## src/fas_pkg.sv

```systemverilog
// fas_pkg: constants and types of the frame aligner test and supervision block
package fas_pkg;
	localparam logic [7:0] A_CTRL = 8'h00;
	localparam logic [7:0] A_CHAN = 8'h04;
	localparam logic [7:0] A_STAT = 8'h08;
	localparam logic [7:0] A_CNT = 8'h0c;
	localparam int C_T1 = 0;
	localparam int C_SIM = 1;
	localparam int C_CLR = 2;
	localparam int C_CLRP = 3;
	localparam int C_CRD = 4;
	localparam int C_CRC = 5;
	localparam int C_XAIS = 6;
	localparam int C_DAIS = 7;
	localparam int C_RTM = 8;
	localparam int C_TT0 = 9;
	localparam int C_TM = 10;
	localparam int C_EPY = 11;
	localparam int C_EPYS = 12;
	localparam int C_RPYS = 13;
	localparam int C_SLB = 14;
	localparam int C_LOOP = 15;
	localparam int CH_PAR_LSB = 0;
	localparam int CH_LOOP_LSB = 8;
	localparam int CH_IDLE_LSB = 16;
	localparam logic [15:0] CTRL_RST = 16'h0000;
	localparam logic [15:0] CTRL_RD_MASK = 16'hfff3;
	localparam logic [7:0] IDLE_RST = 8'h54;
	localparam logic [4:0] PAR_CH_RST = 5'h00;
	localparam logic [4:0] LOOP_CH_RST = 5'h00;
	localparam logic [7:0] AIS_BYTE = 8'hff;
	localparam logic [7:0] CNT_MAX = 8'hff;
	localparam logic [4:0] FSDL_SLOT = 5'h00;
	localparam int NUM_SLOTS = 32;
	typedef enum logic [2:0] {
		STEP_IDLE = 3'b000,
		STEP_NOS = 3'b001,
		STEP_AIS = 3'b010,
		STEP_LOF = 3'b011,
		STEP_RAI = 3'b100,
		STEP_SLIP = 3'b101,
		STEP_PAR = 3'b110,
		STEP_CNT = 3'b111
	} fas_step_e;
endpackage

```

## src/fas_top.sv

```systemverilog
// fas_top: alarm simulation, speech memory parity, channel loop, transparency and test outputs
//
// Added by the designer: register access over AHB-Lite and the placing of the registers.
`timescale 1ns/1ps
`default_nettype none
module fas_top (
	input wire logic clk,
	input wire logic rst_n,
	input wire logic hsel,
	input wire logic [31:0] haddr,
	input wire logic [1:0] htrans,
	input wire logic hwrite,
	input wire logic [2:0] hsize,
	input wire logic [31:0] hwdata,
	input wire logic hready,
	output logic hreadyout,
	output logic [31:0] hrdata,
	output logic hresp,
	input wire logic slot_strobe,
	input wire logic [4:0] slot_num,
	input wire logic frame_start,
	input wire logic [7:0] rx_line_byte,
	input wire logic rx_sync,
	input wire logic rx_fbit,
	input wire logic rx_fbit_is_dl,
	input wire logic [3:0] real_alarm_in,
	input wire logic rx_slip_evt,
	input wire logic tx_slip_evt,
	input wire logic frame_err_evt,
	input wire logic code_viol_evt,
	input wire logic crc_err_evt,
	input wire logic rai_request_in,
	input wire logic [7:0] system_tx_input,
	input wire logic [7:0] signaling_input,
	input wire logic [7:0] sig_bit_mask,
	input wire logic ext_tx_parity_in,
	input wire logic out_of_service,
	input wire logic tx_fbit_in,
	input wire logic enc_strobe,
	input wire logic enc_pos,
	input wire logic enc_neg,
	input wire logic enc_uni,
	output logic [7:0] system_rx_output,
	output logic rx_parity_out,
	output logic [7:0] tx_line_byte,
	output logic tx_fbit_out,
	output logic tx_framing_bypass,
	output logic [3:0] alarm_status,
	output logic remote_alarm_out,
	output logic doubleframe_parity_out,
	output logic line_out_pos,
	output logic line_out_neg,
	output logic line_out_unipolar,
	output logic test_line_out_pos,
	output logic test_line_out_neg
);
	typedef struct packed {
		logic [15:0] ctrl;
		logic [4:0] par_ch;
		logic [4:0] loop_ch;
		logic [7:0] idle;
		logic trig_d;
		logic clr_d;
		logic clrp_d;
		fas_pkg::fas_step_e step;
		logic [3:0] alarm;
		logic rai_out;
		logic rslip;
		logic xslip;
		logic rpe;
		logic xpe;
		logic gpe;
		logic [7:0] cnt_fe;
		logic [7:0] cnt_cv;
		logic [7:0] cnt_crc;
		logic [fas_pkg::NUM_SLOTS-1:0][8:0] rxmem;
		logic [fas_pkg::NUM_SLOTS-1:0][8:0] txmem;
		logic [7:0] rx_out;
		logic rxpar;
		logic [7:0] tx_out;
		logic fbit;
		logic df_acc;
		logic df_half;
		logic df_out;
		logic lpos;
		logic lneg;
		logic luni;
		logic ais_ph;
		logic xpar_s1;
		logic xpar_s2;
		logic oos_s1;
		logic oos_s2;
		logic a_wr;
		logic [7:0] a_addr;
	} fas_state_s;

	fas_state_s st_q;
	fas_state_s st_d;

	function automatic logic [7:0] sat_inc(input logic [7:0] v, input logic en);
		sat_inc = (en && v != fas_pkg::CNT_MAX) ? v + 8'h01 : v;
	endfunction

	logic t1, trig, sim_act, step_rise, clr_ok, clr_fall, clrp_fall;
	logic [3:0] sim_al;
	logic sim_slip, sim_par, sim_cnt, rx_pass, fsdl, loop_hit, tx_par, rx_perr, tx_perr, ais_tx;
	logic [7:0] rx_in, tx_merge, tx_word, loop_data;
	logic [8:0] rx_rd, tx_rd;

	assign t1 = st_q.ctrl[fas_pkg::C_T1];
	assign trig = st_q.ctrl[fas_pkg::C_SIM];
	// e1 follows the bit level; t1 runs until the step counter is back at zero
	assign sim_act = t1 ? (st_q.step != fas_pkg::STEP_IDLE) : trig;
	assign step_rise = t1 & trig & ~st_q.trig_d;
	assign clr_ok = ~t1 | (st_q.step == fas_pkg::STEP_IDLE);
	assign clr_fall = st_q.clr_d & ~st_q.ctrl[fas_pkg::C_CLR] & clr_ok;
	assign clrp_fall = (st_q.clrp_d & ~st_q.ctrl[fas_pkg::C_CLRP] & clr_ok) | (t1 & clr_fall);
	assign sim_al = t1 ? {st_q.step == fas_pkg::STEP_RAI, st_q.step == fas_pkg::STEP_LOF,
		st_q.step == fas_pkg::STEP_AIS, st_q.step == fas_pkg::STEP_NOS} : {4{trig}};
	assign sim_slip = sim_act & (t1 ? st_q.step == fas_pkg::STEP_SLIP : frame_start);
	assign sim_par = sim_act & (t1 ? st_q.step == fas_pkg::STEP_PAR : frame_start);
	assign sim_cnt = sim_act & frame_start & (~t1 | st_q.step == fas_pkg::STEP_CNT);
	assign rx_pass = t1 | rx_sync | (st_q.ctrl[fas_pkg::C_DAIS] & st_q.ctrl[fas_pkg::C_RTM]);
	assign fsdl = t1 & st_q.ctrl[fas_pkg::C_TM] & (slot_num == fas_pkg::FSDL_SLOT);
	// dl flag sits in bit 1 (msb), the f-bit itself in bit 8 (lsb)
	assign rx_in = fsdl ? {rx_fbit_is_dl, 6'h00, rx_fbit} : (rx_pass ? rx_line_byte : fas_pkg::AIS_BYTE);
	assign rx_rd = st_q.rxmem[slot_num];
	assign tx_merge = (system_tx_input & ~sig_bit_mask) | (signaling_input & sig_bit_mask);
	assign tx_word = t1 ? tx_merge : system_tx_input;
	assign loop_data = (t1 & ~st_q.ctrl[fas_pkg::C_SLB]) ? tx_merge : system_tx_input;
	assign loop_hit = st_q.ctrl[fas_pkg::C_LOOP] & (slot_num == st_q.loop_ch);
	// pin is synchronised, so it must settle two clocks before the strobe
	assign tx_par = st_q.ctrl[fas_pkg::C_EPY] ? (st_q.xpar_s2 ^ st_q.ctrl[fas_pkg::C_EPYS]) : ^tx_word;
	assign tx_rd = t1 ? st_q.txmem[slot_num] : {tx_par, tx_word};
	assign rx_perr = slot_strobe & (^rx_rd);
	assign tx_perr = slot_strobe & (^tx_rd);
	assign ais_tx = st_q.ctrl[fas_pkg::C_XAIS] | st_q.oos_s2;

	always_comb begin
		st_d = st_q;
		st_d.trig_d = trig;
		st_d.clr_d = st_q.ctrl[fas_pkg::C_CLR];
		st_d.clrp_d = st_q.ctrl[fas_pkg::C_CLRP];
		st_d.xpar_s1 = ext_tx_parity_in;
		st_d.xpar_s2 = st_q.xpar_s1;
		st_d.oos_s1 = out_of_service;
		st_d.oos_s2 = st_q.oos_s1;
		if (!t1) begin
			st_d.step = fas_pkg::STEP_IDLE;
		end else if (step_rise) begin
			st_d.step = fas_pkg::fas_step_e'(st_q.step + 3'h1);
		end
		st_d.alarm = sim_act ? sim_al : real_alarm_in;
		st_d.rai_out = ~sim_act & rai_request_in;
		if (clr_fall) begin
			st_d.rslip = 1'b0;
			st_d.xslip = 1'b0;
			st_d.cnt_fe = 8'h00;
			st_d.cnt_cv = 8'h00;
			st_d.cnt_crc = 8'h00;
		end
		if (clrp_fall) begin
			st_d.rpe = 1'b0;
			st_d.xpe = 1'b0;
			st_d.gpe = 1'b0;
		end
		// sets come after clears so a same-cycle event is kept
		if (sim_slip | (~sim_act & rx_slip_evt)) begin
			st_d.rslip = 1'b1;
		end
		if (sim_slip | (~sim_act & tx_slip_evt)) begin
			st_d.xslip = 1'b1;
		end
		if (sim_par | (~sim_act & rx_perr & slot_num == st_q.par_ch)) begin
			st_d.rpe = 1'b1;
		end
		if (sim_par | (~sim_act & tx_perr & slot_num == st_q.par_ch)) begin
			st_d.xpe = 1'b1;
		end
		if (sim_par | (~sim_act & (rx_perr | tx_perr))) begin
			st_d.gpe = 1'b1;
		end
		st_d.cnt_fe = sat_inc(st_d.cnt_fe, sim_cnt | (~sim_act & frame_err_evt));
		st_d.cnt_cv = sat_inc(st_d.cnt_cv, sim_cnt | (~sim_act & code_viol_evt));
		st_d.cnt_crc = sat_inc(st_d.cnt_crc,
			(sim_cnt & st_q.ctrl[fas_pkg::C_CRC]) | (~sim_act & crc_err_evt));
		st_d.a_wr = hsel & hready & htrans[1] & hwrite;
		st_d.a_addr = (hsel & hready & htrans[1]) ? haddr[7:0] : st_q.a_addr;
		if (st_q.a_wr) begin
			case (st_q.a_addr)
				fas_pkg::A_CTRL: begin
					st_d.ctrl = hwdata[15:0];
				end
				fas_pkg::A_CHAN: begin
					st_d.par_ch = hwdata[fas_pkg::CH_PAR_LSB +: 5];
					st_d.loop_ch = hwdata[fas_pkg::CH_LOOP_LSB +: 5];
					st_d.idle = hwdata[fas_pkg::CH_IDLE_LSB +: 8];
				end
				default: begin
				end
			endcase
		end
		if (slot_strobe) begin
			st_d.rxmem[slot_num] = {^rx_in, rx_in};
			if (t1) begin
				st_d.txmem[slot_num] = {tx_par, tx_word};
			end
			st_d.rx_out = loop_hit ? loop_data : rx_rd[7:0];
			st_d.rxpar = (loop_hit ? ^loop_data : rx_rd[8]) ^ st_q.ctrl[fas_pkg::C_RPYS];
			st_d.tx_out = loop_hit ? st_q.idle : tx_rd[7:0];
			st_d.df_acc = ((frame_start & st_q.df_half) ? 1'b0 : st_q.df_acc) ^ (^rx_in);
			if (frame_start) begin
				st_d.df_half = ~st_q.df_half;
				if (st_q.df_half) begin
					st_d.df_out = ~t1 & st_q.df_acc;
				end
			end
		end
		if (t1 & st_q.ctrl[fas_pkg::C_TM]) begin
			st_d.fbit = (slot_strobe & fsdl) ? system_tx_input[0] : st_q.fbit;
		end else begin
			st_d.fbit = tx_fbit_in;
		end
		if (enc_strobe) begin
			if (ais_tx) begin
				// all-ones as alternating marks keeps the bipolar code legal
				st_d.lpos = st_q.ais_ph;
				st_d.lneg = ~st_q.ais_ph;
				st_d.luni = 1'b1;
				st_d.ais_ph = ~st_q.ais_ph;
			end else begin
				st_d.lpos = enc_pos;
				st_d.lneg = enc_neg;
				st_d.luni = enc_uni;
			end
		end
	end

	always_ff @(posedge clk) begin
		if (!rst_n) begin
			st_q <= '0;
			st_q.ctrl <= fas_pkg::CTRL_RST;
			st_q.par_ch <= fas_pkg::PAR_CH_RST;
			st_q.loop_ch <= fas_pkg::LOOP_CH_RST;
			st_q.idle <= fas_pkg::IDLE_RST;
		end else begin
			st_q <= st_d;
		end
	end

	always_comb begin
		case (st_q.a_addr)
			fas_pkg::A_CTRL: begin
				hrdata = st_q.ctrl[fas_pkg::C_CRD] ? {16'h0000, st_q.ctrl & fas_pkg::CTRL_RD_MASK} : 32'h0000_0000;
			end
			fas_pkg::A_CHAN: begin
				hrdata = st_q.ctrl[fas_pkg::C_CRD] ?
					{8'h00, st_q.idle, 3'h0, st_q.loop_ch, 3'h0, st_q.par_ch} : 32'h0000_0000;
			end
			fas_pkg::A_STAT: begin
				hrdata = {20'h0_0000, st_q.step, st_q.gpe, st_q.xpe, st_q.rpe, st_q.xslip, st_q.rslip, st_q.alarm};
			end
			fas_pkg::A_CNT: begin
				hrdata = {8'h00, st_q.cnt_crc, st_q.cnt_cv, st_q.cnt_fe};
			end
			default: begin
				hrdata = 32'h0000_0000;
			end
		endcase
	end

	assign hreadyout = 1'b1;
	assign hresp = 1'b0;
	assign system_rx_output = st_q.rx_out;
	assign rx_parity_out = st_q.rxpar;
	assign tx_line_byte = st_q.tx_out;
	assign tx_fbit_out = st_q.fbit;
	assign tx_framing_bypass = t1 ? st_q.ctrl[fas_pkg::C_TM] : st_q.ctrl[fas_pkg::C_TT0];
	assign alarm_status = st_q.alarm;
	assign remote_alarm_out = st_q.rai_out;
	assign doubleframe_parity_out = st_q.df_out;
	assign line_out_pos = st_q.lpos;
	assign line_out_neg = st_q.lneg;
	assign line_out_unipolar = st_q.luni;
	assign test_line_out_pos = st_q.lpos;
	assign test_line_out_neg = st_q.lneg;
endmodule
`default_nettype wire

```

## config.mk

```make
export PLATFORM = sky130hd
export DESIGN_NAME = fas_top
export DESIGN_NICKNAME = d
export VERILOG_FILES = /design/src/fas_pkg.sv /design/src/fas_top.sv
export SDC_FILE = /design/constraint.sdc
export NUM_CORES = 2
export LEC_CHECK = 0
export ABC_AREA = 1
export BUFFER_PORTS_ARGS = -buffer_cell sky130_fd_sc_hd__buf_4
export CELL_PAD_IN_SITES_DETAIL_PLACEMENT = 0
export CELL_PAD_IN_SITES_GLOBAL_PLACEMENT = 1
export CORE_ASPECT_RATIO = 2
export CORE_MARGIN = 2
export CORE_UTILIZATION = 48
export DETAILED_ROUTE_END_ITERATION = 12
export GPL_TIMING_DRIVEN = 0
export PLACE_DENSITY = 0.85
export SYNTH_ARGS = -nofsm -noshare
export SYNTH_HDL_FRONTEND = slang
export SYNTH_SLANG_ARGS = --single-unit
```

## constraint.sdc

```tcl
create_clock -name clk -period 4.3 [get_ports clk]
set_input_delay 1.29 -clock clk [delete_from_list [all_inputs] [get_ports clk]]
set_output_delay 1.29 -clock clk [all_outputs]
set_load 0.01 [all_outputs]
```

# Yosys cells after proc, flatten, opt, wreduce, memory -nomap -nowiden
# Cells that the tools add are included.
# W data, S select, Z words.
dict set report classes {
  n_addsub 4
  order_cmp 2
  n_eq_ne 16
  mux 41
  bitwise_logic 66
  n_reduce_logical 25
}
# cell count
set op_table {}
lappend op_table {{$bwmux W288} 2}
lappend op_table {{$pmux W24 S4} 1}
lappend op_table {{$bmux W9 S5} 2}
lappend op_table {{$mux W8} 9}
lappend op_table {{$mux W24} 2}
lappend op_table {{$demux W9 S5} 1}
lappend op_table {{$and A1 B1 Y1} 36}
lappend op_table {{$mux W9} 4}
lappend op_table {{$add A8 B1 Y8 const B} 3}
lappend op_table {{$ne A8 B8 Y1 const B} 3}
lappend op_table {{$reduce_xor A8 Y1} 3}
lappend op_table {{$reduce_xor A9 Y1} 2}
lappend op_table {{$and A8 B8 Y8} 2}
lappend op_table {{$eq A8 B4 Y1 const B} 2}
lappend op_table {{$mux W16} 1}
lappend op_table {{$or A1 B1 Y1} 15}
lappend op_table {{$mux W1} 14}
lappend op_table {{$eq A3 B3 Y1 const B} 4}
lappend op_table {{$reduce_and A2 Y1} 6}
lappend op_table {{$eq A5 B5 Y1} 2}
lappend op_table {{$reduce_bool A2 Y1} 5}
lappend op_table {{$eq A8 B3 Y1 const B} 1}
lappend op_table {{$logic_not A8 Y1} 1}
lappend op_table {{$mux W4} 2}
lappend op_table {{other kinds (17)} 31}
dict set report word_totals {
  ff_bits 688
  in_bits 133
  word_cells 253
}

# Longest topological paths before layout
dict set report depth {
  word_depth 13
  depth_mapped 24
  depth_no_buf 21
}

# Worst setup path after synthesis
# Ideal clock, no wire load.
dict set report synth_timing {
  path_type {in2reg}
  from {input slot_num[1]}
  to {register st_q, in the netlist rx_parity_out}
  setup_time_ns 0.113
  arrival_time_ns 3.007
  required_ns 4.187
  slack_ns 1.179
  stages 16
  path_cell_list {buf_4 inv_4 nor2_4 buf_6 inv_2 buf_2 o22ai_1 o21ai_0 nand2_1 nor3_1 inv_1 nand2_1 o21ai_0 xor2_1 o21ai_1 inv_1}
}
dict set report synth_between {
  elab_chain_cells 4
  word_cells_on_any_way 6
  classes_between {eq/ne (1); mux (3); bitwise (2)}
}
# item line
set synth_lines {}
lappend synth_lines {{start, declared} fas_top.sv:20} ;# input wire logic [4:0] slot_num,
lappend synth_lines {{$bmux W9 S5 or $eq A5 B5 Y1 (tied branches)} {fas_top.sv:127, fas_top.sv:131}}
lappend synth_lines {{$mux W9 (implied by the code) or $and A1 B1 Y1 (tied branches)} {fas_top.sv:127, fas_top.sv:131}}
lappend synth_lines {{$mux W1 *} fas_top.sv:209} ;# st_d.rxpar = (loop_hit ? ^loop_data : rx_rd[8]) ^ st_q.ctrl[fas_pkg::C_RPYS];
lappend synth_lines {{$xor A1 B1 Y1 *} fas_top.sv:209}
lappend synth_lines {{end signal, assigned} fas_top.sv:247} ;# st_q <= st_d;
lappend synth_lines {{end, declared} fas_top.sv:97} ;# fas_state_s st_q;
# Mark *: on every way between the ends. The rest lies on a longest branch, timed or not. The select of a mux whose other input is x is not followed.
# A chain may end at the register's enable or synchronous reset.

# Worst setup path after layout
dict set report layout_timing {
  from {input slot_num[0]}
  to {register st_q, in the netlist rx_parity_out}
}
# The elaborated chain is that of the path after synthesis.

==> results.cfg <==
[status]
status = finished with violations
violations = max-capacitance violations, max-slew violations, negative setup slack

[logic_synthesis]
ys_async_sr_fraction_pct = 0
synth-main-ff-cell = dfxtp_1
syn_avg_cell_area_um2 = 6.901
syn_area_um2 = 31850
synth_top_area_share_pct = 43.25
yosysSeqAreaShare_pct = 43.25
synth_edf_count = 0
yosys-top-cells-area = dfxtp_1 43%, nand2_1 15%, a21oi_1 9.0%
syn-instance-count = 4615
yosysWarnings = 0
ys_ff_latch = 688
ys_types = 47
synth_top_area_cell = dfxtp_1

[floorplanning]
dieHeight_um = 368.3
fp-row-count = 133
io_pins = 197
die_w_um = 186.1
die_area_um2 = 68550
core_area_um2 = 65730
initial_core_util_pct = 48.45

[timing]
fin_crit_sh_pct = 101.9
slew-limit-headroom_pct = -0.09558
drv_slew = 10
setup_ws_ns = -0.08027
setup_viol = 1
period_needed_ns = 4.380
worst_slew_pin_slew_ns = 1.501
hold_viol_final = 0
skew_ns = 0.03747
max_freq_ghz = 0.2283
tns_ns = -0.08027

[cts]
root_buffer = clkbuf_16
clk_path_buf_depth = 3
cts_tree = done
cts.sinks = 688
clk_pin_slew_worst_paths_ns = 0.07
htree_num_levels = 2
clock_latency_ns = 0.70
numCtsBuffers = 61

[place]
dp.cells = 5645
dp_hpwl_um = 108600
io_buffers = 145
dp_slack_ns = -0.4642
routabilityCongestion = 1.036

[final_layout]
layout.nets = 4976
drive_above_1_share_pct = 10.62
final_cell_mix = 1307 x nand2_1, 688 x dfxtp_1, 574 x a21oi_1, 559 x o21ai_0, 383 x inv_1
stdcell_count = 5769
synthToLayoutAreaGrowth_pct = 14.02
final_common_cell = nand2_1
multi_input_area_um2 = 14880
seq_area_um2 = 13770
fillers = 6835
postLayoutCoreUtil_pct = 55.24

[route]
wirelength_um = 149500
vias = 33352
drtAntennaViolNets = 0
drt-pass1-iter-count = 7
wl_per_cell_um = 25.92
viasPerCell = 5.781
drt-initial-drc-count = 3114
drc = 0

[setup_path]
arrival_ns = 4.95
crit_fanout = 10
start_kind = input pin
r2r-start = st_q[648]$_SDFFE_PN0P_
crit_type = input pin to flop
crit_path_end_kind = flop
required_ns = 4.87
ff2ff_path_depth = 21
r2r_slack_ns = 0.44
reg2reg_to = st_q[621]$_SDFF_PN0_

[pwr]
ir_drop_v = 0.0003838
power_uw = 14010
power.density_nw_per_um2 = 385.7
p_leak_uw = 0.01502

[grt]
grt_max_degree = 17
grt_use_total_pct = 43.47
grt_pass1_vias = 31474
grt_pass1_wl_um = 212100
grt-ovfl-total = 0
antenna_found_initial = 9

[worst_hold_path]
hold_class = flop to flop
min_to = st_q[11]$_SDFF_PN0_
min_path_cells = 2
hp-start = st_d[11]$_SDFF_PN0_

[run]
drv_cap = 1
-- registers in the layout, summed over array words and instances, names as in the netlist --
signal,cells
st_q,656
doubleframe_parity_out,1
remote_alarm_out,1
tx_fbit_out,1
line_out_neg,1
tx_line_byte,8
system_rx_output,8
st_d,5
line_out_unipolar,1
rx_parity_out,1
alarm_status,4
line_out_pos,1
-- layout make-up --
| class | count | share of cell area, % |
|---|---|---|
| antenna | 7 | 0.04824 |
| buffer | 328 | 4.448 |
| clock buffer | 81 | 4.772 |
| clock inverter | 33 | 1.227 |
| inverter | 431 | 4.483 |
| multi-input combinational | 3176 | 40.98 |
| sequential | 688 | 37.93 |
| tap | 877 | 3.022 |
| timing repair buffer | 148 | 3.091 |
-- cells by family (layout without fill, tap and decap cells) --
group                    count (synthesis)  count (layout)  synth area share, %
XOR/XNOR                                19              19               0.5461
AO/OA/AOI/OAI                         1349            1349                22.56
adder cells (fa/ha/maj)                  9               9               0.3536
flip-flops                             688             688                43.25
other                                    2              17              0.02358
buffers and inverters                  759            1021                10.17
AND/OR/NAND/NOR                       1789            1789                23.09
-- per-layer routing --
metal  vias up  global-route usage, %  part of all wire [%]  routed length, um
li1      15442                      -                     -                  -
met1     15424                  42.75                    33              48700
met2      1759                  70.04                    46              69010
met3       723                  12.40                   8.5              12720
met4         4                  45.38                    13              19070
met5         -                      0                 0.023                 34
-- worst max path at each step --
stage                         startpoint                    endpoint  slack, ns  cells past startpoint
floorplan                    slot_num[1]  rx_parity_out$_SDFFE_PN0P_       1.18                     16
global placement             slot_num[0]      st_q[639]$_SDFFE_PN0P_      -0.46                     20
detailed placement           slot_num[0]      st_q[639]$_SDFFE_PN0P_      -0.46                     20
CTS                 st_q[1]$_SDFFE_PN0P_                   hrdata[0]      0.006                      7
global route        st_q[7]$_SDFFE_PN0P_                   hrdata[1]    -0.0004                      9
finish                       slot_num[0]  rx_parity_out$_SDFFE_PN0P_      -0.08                     14
-- cell usage after synthesis (3+ instances only) --
| master | number |
|---|---|
| o21ai_2 | 6 |
| nand4_1 | 62 |
| nor2_2 | 22 |
| nor3_4 | 6 |
| nand2_1 | 1309 |
| nor2_4 | 26 |
| and3_1 | 3 |
| o21ai_1 | 34 |
| o211ai_1 | 13 |
| a211oi_1 | 102 |
| dfxtp_1 | 688 |
| inv_1 | 383 |
| buf_1 | 18 |
| inv_4 | 4 |
| inv_2 | 43 |
| a21oi_1 | 574 |
| buf_6 | 11 |
| nor3_2 | 4 |
| buf_2 | 73 |
| xnor2_1 | 9 |
| o21ai_0 | 561 |
| o221ai_1 | 9 |
| nor2_1 | 301 |
| ha_1 | 9 |
| nor3_1 | 10 |
| nand3_1 | 33 |
| nor4_1 | 5 |
| clkbuf_1 | 171 |
| xor2_1 | 9 |
| o22ai_1 | 43 |
| buf_4 | 55 |
-- critical path, cell delays in order --
cell and delay, ns:
buf_6 0.14, nand2_4 0.22, buf_2 0.39, clkbuf_1 0.54, o22ai_1 0.17, o21ai_0 0.78
nand4_1 0.19, nor3_1 0.52, inv_1 0.14, nand2_1 0.08, o21ai_0 0.10, xor2_1 0.15
o21ai_1 0.12, inv_1 0.05
-- metrics by stage --
stage	hold slack (ns)	cell area [um2]
final	0.4262	36310
after global routing	0.4511	36300
after CTS	0.4305	36250
after detailed placement	0.4112	34060
after global placement	0.4103	34060
after floorplan	0.3905	31880
-- power by group --
part / internal [uW] / switching, uW / total (uW)
clock network: 3390 / 2780 / 6170
registers: 6440 / 34.7 / 6470
logic: 308 / 1060 / 1370
total: 10100 / 3870 / 14000
-- repair_timing --
| item | CTS | global route |
|---|---|---|
| hold buffers | 0 | 0 |
| setup endpoints to repair | 13 | 15 |
| setup buffers | 0 | 0 |
| resized for setup | 2 | 6 |
No activity file was read; power rests on OpenSTA's default activity.
